===== src/rtl/ctg_pkg.sv =====
// Shared constants and types for the capture, trigger and timing block
package ctg_pkg;
  localparam int DATA_W = 32;
  localparam int FIFO_DEPTH = 8;
  localparam int FIFO_W = DATA_W + 1;
  localparam int FREQ_W = 36;
  localparam int MAG_W = 16;
  localparam int QSR_W = 16;
  localparam int QSR_GNSS_BIT = 9;
  localparam logic [31:0] MIN_CAPTURE = 32'h0000_0080;
  localparam logic [31:0] STORE_ZIF = 32'h0200_0000;
  localparam logic [31:0] STORE_SH = 32'h0400_0000;
  localparam logic signed [15:0] OFFSET_FACTORY_NS = 16'sh0032;
  localparam logic [31:0] POS_INVALID = 32'h7fff_ffff;
  // Clock and derived timing
  localparam int CLK_PERIOD_NS = 20;
  localparam logic signed [15:0] CLK_PERIOD_NS_S = 16'sh0014;
  localparam int ONE_SECOND_NS = 1_000_000_000;
  localparam int ONE_SECOND_CYCLES = ONE_SECOND_NS / CLK_PERIOD_NS;
  localparam int FLASH_HALF_MS = 500;
  localparam int FLASH_CYCLES = FLASH_HALF_MS * 1_000_000 / CLK_PERIOD_NS;
  // Constellation mask bits and report codes
  localparam int CONST_GPS = 0;
  localparam int CONST_BEIDOU = 1;
  localparam int CONST_GLONASS = 2;
  localparam logic [2:0] CONST_FACTORY = 3'h5;
  localparam logic [1:0] CODE_NONE = 2'h0;
  localparam logic [1:0] CODE_GPS = 2'h1;
  localparam logic [1:0] CODE_BEIDOU = 2'h2;
  localparam logic [1:0] CODE_GLONASS = 2'h3;
  typedef enum logic [5:0] {
    TRIG_NONE = 6'h01,
    TRIG_LEVEL = 6'h02,
    TRIG_PERIODIC = 6'h04,
    TRIG_PPS = 6'h08,
    TRIG_PULSE = 6'h10,
    TRIG_WORD = 6'h20
  } ctg_trig_t;
  typedef enum logic [3:0] {
    MODE_ZIF = 4'h1,
    MODE_SH = 4'h2,
    MODE_HDR = 4'h4,
    MODE_DD = 4'h8
  } ctg_mode_t;
  typedef enum logic [3:0] {
    SEQ_IDLE = 4'h1,
    SEQ_ARMED = 4'h2,
    SEQ_CAPTURE = 4'h4,
    SEQ_TRAILER = 4'h8
  } ctg_seq_t;
endpackage : ctg_pkg


===== src/rtl/ctg_fifo.sv =====
// Small synchronous FIFO with valid and ready on both sides
module ctg_fifo #(
  parameter int WIDTH = 33,
  parameter int DEPTH = 8
) (
  // Clock and reset
  input wire logic clk_sys,
  input wire logic resetn,
  // Fill side
  input wire logic inValid,
  output logic inReady,
  input wire logic [WIDTH-1:0] inData,
  // Drain side
  output logic outValid,
  input wire logic outReady,
  output logic [WIDTH-1:0] outData
);
  localparam int AW = $clog2(DEPTH);

  logic [WIDTH-1:0] mem [DEPTH];
  logic [AW-1:0] wrPtr_q;
  logic [AW-1:0] rdPtr_q;
  logic [AW:0] count_q;
  logic push;
  logic pop;

  function automatic logic [AW-1:0] nextPtr(input logic [AW-1:0] p);
    if (p == AW'(DEPTH - 1))
    begin
      return '0;
    end
    return p + 1'b1;
  endfunction : nextPtr

  assign inReady = count_q != (AW + 1)'(DEPTH);
  assign outValid = count_q != '0;
  assign push = inValid && inReady;
  assign pop = outValid && outReady;
  assign outData = mem[rdPtr_q];

  always_ff @(posedge clk_sys)
  begin
    if (push)
    begin
      mem[wrPtr_q] <= inData;
    end
  end

  always_ff @(posedge clk_sys or negedge resetn)
  begin
    if (!resetn)
    begin
      wrPtr_q <= '0;
      rdPtr_q <= '0;
      count_q <= '0;
    end
    else
    begin
      if (push)
      begin
        wrPtr_q <= nextPtr(wrPtr_q);
      end
      if (pop)
      begin
        rdPtr_q <= nextPtr(rdPtr_q);
      end
      if (push && !pop)
      begin
        count_q <= count_q + 1'b1;
      end
      else if (pop && !push)
      begin
        count_q <= count_q - 1'b1;
      end
    end
  end
endmodule : ctg_fifo


===== src/rtl/ctg_capture_trigger.sv =====
// Capture sequencer, trigger selection and satellite timing status
// Summary of operation
// Trigger type none disables the engine, others enable it; none after reset.
// Pulse and word triggers both take the external trigger input pin.
// Each one-second pulse starts a capture; host keeps captures under one second.
// Level trigger fires when any in-range sample exceeds the amplitude threshold.
// Window holds every bin whose centre lies between start and stop.
// Limits past the usable bandwidth are accepted; only bins inside it count.
// No triggering in high dynamic range or direct digitization modes.
// Each captured data word is 32 bits; layout follows the input mode.
// A capture holds at least 128 samples, at most the store capacity.
// Block capture takes packet size times packet count continuous samples.
// Streaming packets stay continuous until a trailer shows sample loss.
// Loss flag means overflow after that packet; the packet itself is whole. A sample dropped inside the packet is also flagged on its trailer.
// Store holds 32 mega-samples in zero-IF, 64 in superheterodyne mode.
// Timing pulse shifts by a signed 16-bit nanosecond offset.
// Offset defaults to 50 ns, kept over power cycles, untouched by reset command.
// At most two constellations; reported as GPS, BEIDOU, GLONASS order.
// Without a fix, position reads the 7fff_ffff invalid encoding.
// Reference reports disciplining with a fix, holdover without; always valid.
// Questionable status bit 9 is set without a fix, clear with one.
// With this reference selected, indicator flashes green with fix, yellow without.
module ctg_capture_trigger #(
  parameter int ONE_SECOND_CYCLES = ctg_pkg::ONE_SECOND_CYCLES,
  parameter int FLASH_CYCLES = ctg_pkg::FLASH_CYCLES
) (
  // Clock and reset
  input wire logic clk_sys,
  input wire logic resetn,
  // Host commands
  input wire logic resetCmd,
  input wire logic captureAbort,
  input wire logic trigTypeWrite,
  input wire ctg_pkg::ctg_trig_t trigTypeSel,
  input wire ctg_pkg::ctg_mode_t inputMode,
  input wire logic blockStart,
  input wire logic streamStart,
  input wire logic streamStop,
  input wire logic [15:0] samplesPerPacket,
  input wire logic [15:0] packetCount,
  // Level trigger setup and spectrum bins
  input wire logic [ctg_pkg::FREQ_W-1:0] levelStartHz,
  input wire logic [ctg_pkg::FREQ_W-1:0] levelStopHz,
  input wire logic [ctg_pkg::FREQ_W-1:0] bandLoHz,
  input wire logic [ctg_pkg::FREQ_W-1:0] bandHiHz,
  input wire logic signed [ctg_pkg::MAG_W-1:0] levelThreshold,
  input wire logic binValid,
  input wire logic [ctg_pkg::FREQ_W-1:0] binCentreHz,
  input wire logic signed [ctg_pkg::MAG_W-1:0] binMagnitude,
  // External trigger pins
  input wire logic external_trigger_input,
  input wire logic [7:0] extWordIn,
  input wire logic [7:0] trigWordMatch,
  input wire logic one_second_pulse,
  // Sample input
  input wire logic sampleValid,
  input wire logic [ctg_pkg::DATA_W-1:0] sampleData,
  // Packet output
  output logic outValid,
  input wire logic outReady,
  output logic [ctg_pkg::DATA_W-1:0] outData,
  output logic outTrailer,
  // Capture status
  output logic captureBusy,
  output logic captureArmed,
  output logic trigEnabled,
  // Satellite receiver side
  input wire logic gnssFix,
  input wire logic utcPulseIn,
  input wire logic [31:0] latIn,
  input wire logic [31:0] lonIn,
  input wire logic [31:0] altIn,
  input wire logic pllRefIsGnss,
  // Timing pulse offset
  input wire logic offsetWrite,
  input wire logic signed [15:0] offsetData,
  input wire logic nvLoad,
  input wire logic signed [15:0] nvOffset,
  output logic signed [15:0] timing_pulse_offset,
  output logic timingPulseOut,
  // Constellation selection
  input wire logic constSet,
  input wire logic [2:0] constReq,
  output logic constReject,
  output logic [1:0] constFirst,
  output logic [1:0] constSecond,
  // Timing status
  output logic refDisciplined,
  output logic refHoldover,
  output logic refValid,
  output logic [ctg_pkg::QSR_W-1:0] questionable_status_register,
  output logic [31:0] posLat,
  output logic [31:0] posLon,
  output logic [31:0] posAlt,
  output logic ledGreen,
  output logic ledYellow
);
  ctg_pkg::ctg_trig_t trigType_q;
  ctg_pkg::ctg_seq_t state_q;
  logic extPrev_q, ppsPrev_q, utcPrev_q;
  logic streamMode_q, stopReq_q, lossPending_q;
  logic [15:0] spp_q, pktCnt_q;
  logic [31:0] total_q, totCnt_q;
  logic [31:0] secCnt_q, flashCnt_q;
  logic flashOn_q;
  logic [2:0] constMask_q;
  logic levelHit, trigFire, trigBlocked;
  logic sampleWr, trailerWr, sampleDrop, lossFlag, pktEnd;
  logic fifoInValid, fifoInReady;
  logic [ctg_pkg::FIFO_W-1:0] fifoInData, fifoOutData;
  logic signed [15:0] offCycles;
  logic [31:0] pulseTarget;

  function automatic logic inRange(input logic [ctg_pkg::FREQ_W-1:0] f,
                                   input logic [ctg_pkg::FREQ_W-1:0] lo,
                                   input logic [ctg_pkg::FREQ_W-1:0] hi);
    return (f >= lo) && (f <= hi);
  endfunction : inRange

  function automatic logic rise(input logic cur, input logic prev);
    return cur && !prev;
  endfunction : rise

  function automatic logic [31:0] clampTotal(input logic [31:0] want,
                                             input ctg_pkg::ctg_mode_t mode);
    logic [31:0] cap;
    cap = (mode == ctg_pkg::MODE_ZIF) ? ctg_pkg::STORE_ZIF : ctg_pkg::STORE_SH;
    if (want < ctg_pkg::MIN_CAPTURE)
    begin
      return ctg_pkg::MIN_CAPTURE;
    end
    if (want > cap)
    begin
      return cap;
    end
    return want;
  endfunction : clampTotal

  function automatic logic [1:0] popCount(input logic [2:0] m);
    return 2'(m[0]) + 2'(m[1]) + 2'(m[2]);
  endfunction : popCount

  // Trigger selection
  assign trigBlocked = (inputMode == ctg_pkg::MODE_HDR) || (inputMode == ctg_pkg::MODE_DD);
  assign trigEnabled = (trigType_q != ctg_pkg::TRIG_NONE) && !trigBlocked;
  // Out-of-band limits are accepted as given; the band check just masks bins
  assign levelHit = binValid && inRange(binCentreHz, levelStartHz, levelStopHz)
    && inRange(binCentreHz, bandLoHz, bandHiHz)
    && (binMagnitude > levelThreshold);

  always_comb
  begin
    trigFire = 1'b0;
    case (trigType_q)
      ctg_pkg::TRIG_LEVEL: trigFire = levelHit;
      ctg_pkg::TRIG_PULSE: trigFire = rise(external_trigger_input, extPrev_q);
      ctg_pkg::TRIG_WORD: trigFire = rise(external_trigger_input, extPrev_q)
        && (extWordIn == trigWordMatch);
      ctg_pkg::TRIG_PPS: trigFire = rise(one_second_pulse, ppsPrev_q);
      default: trigFire = 1'b0;
    endcase
  end

  always_ff @(posedge clk_sys or negedge resetn)
  begin
    if (!resetn)
    begin
      trigType_q <= ctg_pkg::TRIG_NONE;
    end
    else if (resetCmd)
    begin
      trigType_q <= ctg_pkg::TRIG_NONE;
    end
    else if (trigTypeWrite && state_q == ctg_pkg::SEQ_IDLE)
    begin
      trigType_q <= trigTypeSel;
    end
  end

  always_ff @(posedge clk_sys or negedge resetn)
  begin
    if (!resetn)
    begin
      extPrev_q <= 1'b0;
      ppsPrev_q <= 1'b0;
      utcPrev_q <= 1'b0;
    end
    else
    begin
      extPrev_q <= external_trigger_input;
      ppsPrev_q <= one_second_pulse;
      utcPrev_q <= utcPulseIn;
    end
  end

  // Capture datapath into the FIFO
  assign pktEnd = (pktCnt_q == spp_q - 16'h0001)
    || (!streamMode_q && totCnt_q == total_q - 32'h0000_0001);
  assign sampleWr = (state_q == ctg_pkg::SEQ_CAPTURE) && sampleValid && fifoInReady;
  assign trailerWr = (state_q == ctg_pkg::SEQ_TRAILER) && fifoInReady;
  // A sample arriving while the trailer is pending is lost after this packet
  assign sampleDrop = sampleValid && !sampleWr
    && ((state_q == ctg_pkg::SEQ_CAPTURE) || (state_q == ctg_pkg::SEQ_TRAILER));
  assign lossFlag = lossPending_q || (sampleValid && state_q == ctg_pkg::SEQ_TRAILER);
  assign fifoInValid = sampleWr || trailerWr;
  assign fifoInData = trailerWr ? {1'b1, 31'h0000_0000, lossFlag} : {1'b0, sampleData};
  assign captureBusy = state_q != ctg_pkg::SEQ_IDLE;
  assign captureArmed = state_q == ctg_pkg::SEQ_ARMED;

  // Capture sequencer
  always_ff @(posedge clk_sys or negedge resetn)
  begin
    if (!resetn)
    begin
      state_q <= ctg_pkg::SEQ_IDLE;
      streamMode_q <= 1'b0;
      stopReq_q <= 1'b0;
      spp_q <= 16'h0001;
      total_q <= ctg_pkg::MIN_CAPTURE;
      totCnt_q <= '0;
      pktCnt_q <= '0;
    end
    else if (resetCmd || captureAbort)
    begin
      state_q <= ctg_pkg::SEQ_IDLE;
      stopReq_q <= 1'b0;
    end
    else
    begin
      if (streamStop)
      begin
        stopReq_q <= 1'b1;
      end
      case (state_q)
        ctg_pkg::SEQ_IDLE:
        begin
          if (blockStart || streamStart)
          begin
            streamMode_q <= streamStart;
            stopReq_q <= 1'b0;
            spp_q <= (samplesPerPacket == 16'h0000) ? 16'h0001 : samplesPerPacket;
            total_q <= clampTotal({16'h0000, samplesPerPacket} * {16'h0000, packetCount},
                                  inputMode);
            totCnt_q <= '0;
            pktCnt_q <= '0;
            state_q <= trigEnabled ? ctg_pkg::SEQ_ARMED : ctg_pkg::SEQ_CAPTURE;
          end
        end
        ctg_pkg::SEQ_ARMED:
        begin
          if (!trigEnabled || trigFire)
          begin
            state_q <= ctg_pkg::SEQ_CAPTURE;
          end
        end
        ctg_pkg::SEQ_CAPTURE:
        begin
          if (sampleWr)
          begin
            totCnt_q <= totCnt_q + 32'h0000_0001;
            if (pktEnd)
            begin
              pktCnt_q <= '0;
              state_q <= ctg_pkg::SEQ_TRAILER;
            end
            else
            begin
              pktCnt_q <= pktCnt_q + 16'h0001;
            end
          end
        end
        ctg_pkg::SEQ_TRAILER:
        begin
          if (trailerWr)
          begin
            if (!streamMode_q && totCnt_q == total_q)
            begin
              totCnt_q <= '0;
              // One-second trigger re-arms so each pulse starts a new block
              state_q <= (trigEnabled && trigType_q == ctg_pkg::TRIG_PPS)
                ? ctg_pkg::SEQ_ARMED : ctg_pkg::SEQ_IDLE;
            end
            else if (streamMode_q && (stopReq_q || streamStop))
            begin
              state_q <= ctg_pkg::SEQ_IDLE;
            end
            else
            begin
              state_q <= ctg_pkg::SEQ_CAPTURE;
            end
          end
        end
        default: state_q <= ctg_pkg::SEQ_IDLE;
      endcase
    end
  end

  // Loss reported on the trailer; a drop in the trailer cycle rides on that trailer
  always_ff @(posedge clk_sys or negedge resetn)
  begin
    if (!resetn)
    begin
      lossPending_q <= 1'b0;
    end
    else if (trailerWr || state_q == ctg_pkg::SEQ_IDLE)
    begin
      lossPending_q <= 1'b0;
    end
    else if (sampleDrop)
    begin
      lossPending_q <= 1'b1;
    end
  end

  ctg_fifo #(
    .WIDTH(ctg_pkg::FIFO_W),
    .DEPTH(ctg_pkg::FIFO_DEPTH)
  ) u_fifo (
    .clk_sys(clk_sys),
    .resetn(resetn),
    .inValid(fifoInValid),
    .inReady(fifoInReady),
    .inData(fifoInData),
    .outValid(outValid),
    .outReady(outReady),
    .outData(fifoOutData)
  );

  assign outData = fifoOutData[ctg_pkg::DATA_W-1:0];
  assign outTrailer = fifoOutData[ctg_pkg::DATA_W];

  // Timing pulse offset, kept apart from the reset command
  always_ff @(posedge clk_sys or negedge resetn)
  begin
    if (!resetn)
    begin
      timing_pulse_offset <= ctg_pkg::OFFSET_FACTORY_NS;
    end
    else if (offsetWrite)
    begin
      timing_pulse_offset <= offsetData;
    end
    else if (nvLoad)
    begin
      timing_pulse_offset <= nvOffset;
    end
  end

  // Resolution is one clock period; sub-period offsets truncate toward zero
  assign offCycles = timing_pulse_offset / ctg_pkg::CLK_PERIOD_NS_S;
  assign pulseTarget = (timing_pulse_offset < 0 ? 32'(ONE_SECOND_CYCLES) : 32'h0000_0000)
    + {{16{offCycles[15]}}, offCycles};

  // Free-running second counter keeps the pulse going through holdover
  always_ff @(posedge clk_sys or negedge resetn)
  begin
    if (!resetn)
    begin
      secCnt_q <= '0;
      timingPulseOut <= 1'b0;
    end
    else
    begin
      if (rise(utcPulseIn, utcPrev_q) || secCnt_q == 32'(ONE_SECOND_CYCLES - 1))
      begin
        secCnt_q <= '0;
      end
      else
      begin
        secCnt_q <= secCnt_q + 32'h0000_0001;
      end
      timingPulseOut <= secCnt_q == pulseTarget;
    end
  end

  // Constellation selection, not touched by the reset command
  always_ff @(posedge clk_sys or negedge resetn)
  begin
    if (!resetn)
    begin
      constMask_q <= ctg_pkg::CONST_FACTORY;
      constReject <= 1'b0;
      constFirst <= ctg_pkg::CODE_NONE;
      constSecond <= ctg_pkg::CODE_NONE;
    end
    else
    begin
      constReject <= constSet && (popCount(constReq) == 2'h0 || popCount(constReq) == 2'h3);
      if (constSet && popCount(constReq) != 2'h0 && popCount(constReq) != 2'h3)
      begin
        constMask_q <= constReq;
      end
      constFirst <= constMask_q[ctg_pkg::CONST_GPS] ? ctg_pkg::CODE_GPS
        : constMask_q[ctg_pkg::CONST_BEIDOU] ? ctg_pkg::CODE_BEIDOU
        : constMask_q[ctg_pkg::CONST_GLONASS] ? ctg_pkg::CODE_GLONASS : ctg_pkg::CODE_NONE;
      constSecond <= popCount(constMask_q) != 2'h2 ? ctg_pkg::CODE_NONE
        : constMask_q[ctg_pkg::CONST_GLONASS] ? ctg_pkg::CODE_GLONASS : ctg_pkg::CODE_BEIDOU;
    end
  end

  // Fix-dependent status and position
  assign refValid = 1'b1;
  always_ff @(posedge clk_sys or negedge resetn)
  begin
    if (!resetn)
    begin
      refDisciplined <= 1'b0;
      refHoldover <= 1'b1;
      questionable_status_register <= '0;
      posLat <= ctg_pkg::POS_INVALID;
      posLon <= ctg_pkg::POS_INVALID;
      posAlt <= ctg_pkg::POS_INVALID;
    end
    else
    begin
      refDisciplined <= gnssFix;
      refHoldover <= !gnssFix;
      questionable_status_register <= '0;
      questionable_status_register[ctg_pkg::QSR_GNSS_BIT] <= !gnssFix;
      posLat <= gnssFix ? latIn : ctg_pkg::POS_INVALID;
      posLon <= gnssFix ? lonIn : ctg_pkg::POS_INVALID;
      posAlt <= gnssFix ? altIn : ctg_pkg::POS_INVALID;
    end
  end

  // Indicator flash
  always_ff @(posedge clk_sys or negedge resetn)
  begin
    if (!resetn)
    begin
      flashCnt_q <= '0;
      flashOn_q <= 1'b0;
      ledGreen <= 1'b0;
      ledYellow <= 1'b0;
    end
    else
    begin
      if (flashCnt_q == 32'(FLASH_CYCLES - 1))
      begin
        flashCnt_q <= '0;
        flashOn_q <= !flashOn_q;
      end
      else
      begin
        flashCnt_q <= flashCnt_q + 32'h0000_0001;
      end
      ledGreen <= pllRefIsGnss && gnssFix && flashOn_q;
      ledYellow <= pllRefIsGnss && !gnssFix && flashOn_q;
    end
  end

  // Checks
  trig_none_a: assert property (@(posedge clk_sys) disable iff (!resetn)
    resetCmd |=> !trigEnabled)
    else $error("trigger still enabled after reset command");
  trig_mode_a: assert property (@(posedge clk_sys) disable iff (!resetn)
    (inputMode == ctg_pkg::MODE_HDR || inputMode == ctg_pkg::MODE_DD) |-> !trigEnabled)
    else $error("trigger enabled in a mode without triggering");
  ext_pulse_a: assert property (@(posedge clk_sys) disable iff (!resetn)
    (state_q == ctg_pkg::SEQ_ARMED && trigEnabled && trigType_q == ctg_pkg::TRIG_PULSE
     && !resetCmd && !captureAbort && external_trigger_input && !extPrev_q)
    |=> state_q == ctg_pkg::SEQ_CAPTURE)
    else $error("external pulse did not start capture");
  pps_start_a: assert property (@(posedge clk_sys) disable iff (!resetn)
    (state_q == ctg_pkg::SEQ_ARMED && trigEnabled && trigType_q == ctg_pkg::TRIG_PPS
     && !resetCmd && !captureAbort && $rose(one_second_pulse))
    |=> state_q == ctg_pkg::SEQ_CAPTURE)
    else $error("one-second pulse did not start capture");
  band_mask_a: assert property (@(posedge clk_sys) disable iff (!resetn)
    (binValid && !inRange(binCentreHz, bandLoHz, bandHiHz)) |-> !levelHit)
    else $error("bin outside usable band fired the level trigger");
  total_min_a: assert property (@(posedge clk_sys) disable iff (!resetn)
    captureBusy |-> (total_q >= ctg_pkg::MIN_CAPTURE && total_q <= ctg_pkg::STORE_SH))
    else $error("capture length outside limits");
  loss_flag_a: assert property (@(posedge clk_sys) disable iff (!resetn)
    (sampleDrop && state_q == ctg_pkg::SEQ_CAPTURE && !resetCmd && !captureAbort)
    |=> lossFlag)
    else $error("dropped sample not held for the trailer");
  qsr_fix_a: assert property (@(posedge clk_sys) disable iff (!resetn)
    $rose(gnssFix) |=> !questionable_status_register[ctg_pkg::QSR_GNSS_BIT] [*1])
    else $error("status bit 9 not cleared with fix");
  pos_invalid_a: assert property (@(posedge clk_sys) disable iff (!resetn)
    !gnssFix |=> (posLat == ctg_pkg::POS_INVALID && posAlt == ctg_pkg::POS_INVALID))
    else $error("position not invalid without fix");
  const_order_a: assert property (@(posedge clk_sys) disable iff (!resetn)
    constSecond != ctg_pkg::CODE_NONE |-> constFirst < constSecond)
    else $error("constellations out of order");
  offset_keep_a: assert property (@(posedge clk_sys) disable iff (!resetn)
    (resetCmd && !offsetWrite && !nvLoad) |=> $stable(timing_pulse_offset))
    else $error("reset command changed the pulse offset");
  block_done_c: cover property (@(posedge clk_sys) disable iff (!resetn)
    trailerWr && !streamMode_q && totCnt_q == total_q);
  stream_loss_c: cover property (@(posedge clk_sys) disable iff (!resetn)
    trailerWr && streamMode_q && lossFlag);
  level_fire_c: cover property (@(posedge clk_sys) disable iff (!resetn)
    state_q == ctg_pkg::SEQ_ARMED && trigType_q == ctg_pkg::TRIG_LEVEL && levelHit);
  pps_rearm_c: cover property (@(posedge clk_sys) disable iff (!resetn)
    trailerWr && trigType_q == ctg_pkg::TRIG_PPS ##1 state_q == ctg_pkg::SEQ_ARMED);
endmodule : ctg_capture_trigger


===== config.mk =====
export PLATFORM = sky130hd
export DESIGN_NAME = ctg_capture_trigger
export DESIGN_NICKNAME = d
export VERILOG_FILES = /design/src/rtl/ctg_pkg.sv /design/src/rtl/ctg_fifo.sv /design/src/rtl/ctg_capture_trigger.sv
export SDC_FILE = /design/constraint.sdc
export NUM_CORES = 2
export LEC_CHECK = 0
export ABC_AREA = 1
export BUFFER_PORTS_ARGS = -buffer_cell sky130_fd_sc_hd__buf_2
export CORE_MARGIN = 10
export CORE_UTILIZATION = 50
export DETAILED_ROUTE_END_ITERATION = 7
export MAX_ROUTING_LAYER = met4
export PLACE_DENSITY = 0.79
export SLEW_MARGIN = 25
export SYNTH_ARGS = -nofsm -noshare
export SYNTH_HDL_FRONTEND = slang
export SYNTH_SLANG_ARGS = --single-unit

===== constraint.sdc =====
create_clock -name clk_sys -period 12.1 [get_ports clk_sys]
set_input_delay 2.42 -clock clk_sys [delete_from_list [all_inputs] [get_ports clk_sys]]
set_output_delay 2.42 -clock clk_sys [all_outputs]
set_load 0.05 [all_outputs]

; ---- Word-level counts from Yosys, hierarchy flattened
; Memories as Yosys holds them, arrays and structs flattened.
; Index checks and enable logic that the tools add are counted.
[totals]
register_bits = 313
latch_bits = 0
ram_bits = 264
mem_bits_ro = 0
input_bits = 452
out_inout_bits = 176
wordCells = 233
memories = 1
[mem_list]
columns = memory, depth, width, rd, rd_ports_with_merged_regs, write_ports, line
row1 = u_fifo.mem, 8, 33, 1, 0, 1, ctg_fifo.sv:20  ; logic [WIDTH-1:0] mem [DEPTH];
[op_classes]
addsub = 15
n_mul = 1
n_div = 1
order_cmp = 8
eq_ne = 35
shifts = 0
muxes = 70
n_bitwise = 1
n_reduce_logical = 69
[ops]
columns = cell, n
row1 = two-way mux 32 bit, 13
row2 = adder 32 x 1 -> 32 bit (second input constant), 3
row3 = equality test 32 bit, 3
row4 = two-way mux 16 bit, 6
row5 = one-hot mux 32 bit (3 select lines), 1
row6 = >= comparator 36 bit, 2
row7 = <= comparator 36 bit, 2
row8 = two-way mux 33 bit, 1
row9 = equality test 32 x 25 -> 1 bit (second input constant), 1
row10 = equality test 32 x 26 -> 1 bit (second input constant), 1
row11 = greater-than comparator 32 x 27 -> 1 bit, 1
row12 = logical AND 1 bit, 32
row13 = < comparator 32 x 8 -> 1 bit (second input constant), 1
row14 = multiplier 16 x 16 -> 32 bit, 1
row15 = two-way mux 4 bit, 8
row16 = one-hot mux 16 bit (2 select lines), 1
row17 = subtractor 32 x 1 -> 32 bit (second input constant), 1
row18 = adder 27 x 16 -> 28 bit, 1
row19 = two-way mux 27 bit, 1
row20 = two-way mux 26 bit, 1
row21 = two-way mux 1 bit, 22
row22 = two-way mux 3 bit, 7
row23 = adder 16 x 1 -> 16 bit (second input constant), 1
row24 = divider 16 x 6 -> 16 bit (second input constant), 1
row25 = other kinds (44), 88

; ---- Depth between registers and ports, before layout
[logic_depth]
depth_word = 12
mapped_depth = 82
depth_no_buf = 82

; ---- Modules after synthesis
; A second synthesis with hierarchy kept.
[hier_totals]
cells_unflattened = 4921
hier_area_um2 = 41098.2
[modules_own_cells]
columns = mod, instances, cells_per_inst, area_per_inst_um2
row1 = ctg_capture_trigger, 1, 3693, 29069.1
row2 = ctg_fifo, 1, 1228, 12029.0

; ---- Least setup slack after synthesis
; Ideal clock, no wire load.
[synth_path]
path_kind = input port to flip-flop
from = input port samplesPerPacket[7]
to = register total_q[17]
setup_ps = 83
arrival_time_ps = 10228
t_required_ps = 12017
setup_slack_ps = 1789
cell_stages = 39
n_path_buf = 3
cell_sequence = clkbuf_1 clkbuf_1 nand2_1 fa_1 inv_1 fa_1 inv_1 fa_1 inv_1 fa_1 inv_1 fa_1 inv_1 fa_1 ha_1 nand2_1 o31ai_1 a21oi_1 [... 3 more ...] a21oi_1 o21bai_1 nand3_1 nand2_1 nand3_1 nand2_1 xor2_1 ha_1 nand3_1 nor4_1 nand4_1 o32ai_1 nor3b_1 inv_1 nor2_1 inv_1 clkbuf_1 o21ai_0
[synth_between]
elab_chain_cells = 9
word_cells_on_any_way = 15
cone_classes = mul (1) / order compare (2) / mux (12)
[synth_lines]
columns = element, line
row1 = from (decl), ctg_capture_trigger.sv:39  ; input wire logic [15:0] samplesPerPacket,
row2 = multiplier 16 x 16 -> 32 bit (*), ctg_capture_trigger.sv:242  ; total_q <= clampTotal({16'h0000, samplesPerPacket} * {16'h0000, packetCount},
row3 = greater-than comparator 32 x 27 -> 1 bit, ctg_capture_trigger.sv:132  ; if (want > cap)
row4 = two-way mux 1 bit (2 in a row), ctg_capture_trigger.sv:132
row5 = two-way mux 1 bit, ctg_capture_trigger.sv:237  ; if (blockStart || streamStart)
row6 = two-way mux 1 bit, ctg_capture_trigger.sv:234  ; case (state_q)
row7 = two-way mux 1 bit, ctg_capture_trigger.sv:223  ; else if (resetCmd || captureAbort)
row8 = two-way mux 32 bit, ctg_capture_trigger.sv:136  ; return want;
row9 = two-way mux 32 bit (*), ctg_capture_trigger.sv:132
row10 = to (signal assigned), ctg_capture_trigger.sv:219  ; total_q <= ctg_pkg::MIN_CAPTURE;
row11 = to (signal assigned), ctg_capture_trigger.sv:242
row12 = to (decl), ctg_capture_trigger.sv:103  ; logic [31:0] total_q, totCnt_q;
; Every way passes the cells marked *; elsewhere a longest branch is shown, timed or not. The select of a mux whose other input is x is not followed.
; A chain may end at the register's enable or synchronous reset.

; ---- Worst setup path after layout
[layout_path]
from = input port samplesPerPacket[2]
to = register total_q[17]
; Same word-level chain as after synthesis.

==> reports/qor.txt <==
Die Outline Area: 0.0911 mm²
Number of antenna-violating nets in the routed design: 0
Area fraction of the dominant cell type after synthesis: 0.200
First-pass GRT wire length: 178000 µm
Vertical extent of the die: 302 µm
Number of search-and-repair iterations in the first detailed-routing pass: 7
Post-route setup TNS: 0 ps
Max incr delay on CP: 550 ps
Cell area after placement: 0.0437 mm²
Layout overhead on the synthesized area: 14.8%
Count of hold buffers inserted by post-cts repair: 0
Maximum vdd drop: 0.239 mV
Layout cell share with drive strength beyond 1: 0.201
Floorplan core area: 0.0789 mm²
Clock latency on the worst-skew pair: 630 ps
Number of storage elements in the synthesis netlist: 577
Number of clock sinks: 577
Worst Setup Start Kind: input pin
Status: finished, final reports clean
Number of vias per cell after detailed routing: 5.28
Number of warnings reported in the yosys synthesis log: 0
Synth area leaders: sky130_fd_sc_hd__edfxtp_1 20%, sky130_fd_sc_hd__dfrtp_1 13%, sky130_fd_sc_hd__fa_1 9.9%, sky130_fd_sc_hd__ha_1 9.0%, sky130_fd_sc_hd__inv_1 7.7%
Number of global-route vias before repair: 32092
Initial standard-cell utilization of the core: 0.503
Total power: 10.5 mW
Master cell of the clock root buffer: sky130_fd_sc_hd__clkbuf_16
Number of DRC markers in iteration 0: 2643
Element type at the critical path end: flop
Average routed wire per standard cell: 18.8 µm
Routability Congestion: 1.03
Total grt overflow: 0
Final WS setup: 1420 ps
TritonCTS clock tree: yes
Area of the mapped netlist: 0.0397 mm²
Setup bufs post-CTS: 0
Worst-case clock buffer depth: 3
Post-Place Setup Slack: 888 ps
Worst endpoint data arrival time: 11190 ps
Max Slew Vio Count: 0
Classification of the worst-slack hold path: flop to flop
Unrepaired setup endpoints after global routing: no
Achievable frequency: 93.7 MHz
# DRC: 0
Post-route fraction of the period consumed by the critical path: 0.882
X dimension of the die: 302 µm
H-Tree Level Count: 2
Slowest CP cell: sky130_fd_sc_hd__fa_1
Number of standard cells after synthesis: 4524
Total clock buffers created by CTS: 56
Cell family contributing the most delay on the critical path: adder cells
Count of standard-cell rows: 103
Clock edge transition at the registers on the reported setup and hold paths: 60 ps
WP buf/inv: 6
Number of enable-type register cells in the synthesized netlist: 264
Most common cell after layout, fill and taps aside: sky130_fd_sc_hd__inv_1
Setup crit start: samplesPerPacket[2]
Total wire length after detailed routing: 116000 µm
Actual slew at the worst max-slew pin: 1040 ps
Pin count of the biggest net entering global routing: 170
Dominant synthesized flop cell: sky130_fd_sc_hd__edfxtp_1
Summed area of non-filler cells in the final layout: 0.0456 mm²
Maximum capacitance violations: 0
Worst clock skew: 36.0 ps
Hold path start: flashCnt_q[0]$_DFF_PN0_
Distinct cell type count of the synthesized netlist: 69
Total leakage power: 22.5 nW
Sequential fraction of the synthesis area: 0.400
Number of input and output port buffers inserted: 611
Most area-hungry cell type in the Yosys netlist: sky130_fd_sc_hd__edfxtp_1
CP Data Required Time: 12610 ps
Pwr dens: 230 mW/mm²
Via Count: 32597
Number of failing setup endpoints in the final timing report: 0
Worst setup path class: input pin to flop
Max-Slew Margin vs Limit: 0.304
Number of antenna violations at the first check in global routing: 19
Crit path time final: 10680 ps
Number of cells upsized or downsized after cts: 0
Most frequent cells in the layout: 809 x sky130_fd_sc_hd__inv_1, 705 x sky130_fd_sc_hd__nand2_1, 610 x sky130_fd_sc_hd__buf_2, 483 x sky130_fd_sc_hd__nor2_1, 285 x sky130_fd_sc_hd__ha_1
Post-Synthesis Mean Instance Area: 8.78 µm²
Number of endpoints with negative hold slack in the final report: 0
I/O pin count: 628
Number of nets in the finished design: 5997
Crit-path max FO: 22
Launch point of the worst reg-to-reg path: timing_pulse_offset[1]$_DFFE_PN1P_
Detailed placer's ending HPWL: 89300 µm
Overall fraction of global-route tracks in use: 0.255
Async SR Flop Fraction: 0.542
## kinds of logic after synthesis
group | count (synthesis) | synth area share
fa+ha+maj | 482 | 0.189
buf+inv | 995 | 0.0960
compound gates | 600 | 0.0871
mux | 4 | 0.00113
flops | 577 | 0.400
simple gates | 1697 | 0.189
xor+xnor | 167 | 0.0368
other cells | 2 | 0.000189
## final cells by class
class,count,area [µm²]
clock inverters,30,278
repair buffers,634,3250
fillers,6881,33300
well taps,1050,1310
multi-input cells,2966,20100
diodes,16,40.0
flip-flops and latches,577,15900
inverters,828,3110
clock buffers,76,1540
## synth_stat cells, drive strengths merged, types with 5 or more instances
master	instances
dfrtp	210
nor2	496
inv	825
o2111ai	6
edfxtp	264
o221ai	5
nand4	62
a21oi	159
xor2	122
nand3b	9
fa	197
o21ai	256
buf	26
o22ai	41
nand2	758
nor3	93
a21o	7
o32ai	10
o211ai	23
o21bai	7
a31oi	38
clkbuf	141
ha	285
o31ai	8
xnor2	45
nand3	134
nor4	32
a211oi	15
dfstp	103
or2	100
## final timing paths
check | cells after the start | slack (ps) | endpoint
max | 37 | 1420 | total_q[17]$_DFFE_PN0P_
min | 1 | 470 | flashCnt_q[0]$_DFF_PN0_
max reg2reg | 74 | 3850 | timingPulseOut$_DFF_PN0_
min reg2reg | 1 | 470 | flashCnt_q[0]$_DFF_PN0_
max in group asynchronous | 3 | 8130 | totCnt_q[1]$_DFFE_PN0P_
min in group asynchronous | 1 | 1800 | timing_pulse_offset[10]$_DFFE_PN0P_
## where the power goes
part / internal (mW) / total, mW / switching, mW
clock: 0.941 / 1.71 / 0.767
combinational: 2.22 / 6.47 / 4.24
sequential: 2.18 / 2.31 / 0.128
## registers in the layout, indices dropped and copies added (netlist names), 2 cells and up
signal,count
constMask_q,3
posAlt,32
timing_pulse_offset,16
state_q,4
constFirst,2
spp_q,16
posLon,32
u_fifo.rdPtr_q,3
u_fifo.wrPtr_q,3
totCnt_q,32
flashCnt_q,32
u_fifo.count_q,4
trigType_q,6
total_q,32
secCnt_q,32
constSecond,2
posLat,32
u_fifo.mem,264
pktCnt_q,16
## metrics by stage
| step | hold slack, ps | util | cells |
|---|---|---|---|
| floorplan | 425 | - | 4538 |
| global placement | 438 | 0.554 | 6055 |
| detailed placement | 457 | 0.554 | 6055 |
| CTS | 466 | 0.577 | 6161 |
| global route | 483 | 0.578 | 6176 |
| finish | 471 | 0.578 | 6177 |
## routing by layer
layer  GRT usage  routed length, µm  up-vias
met5           -                  0        -
met3      0.0343               8460      164
li1            -                  -    15592
met4      0.0652               2690        0
met2       0.412              55800     1169
met1       0.338              49400    15672
No activity file was read; power rests on OpenSTA's default activity.
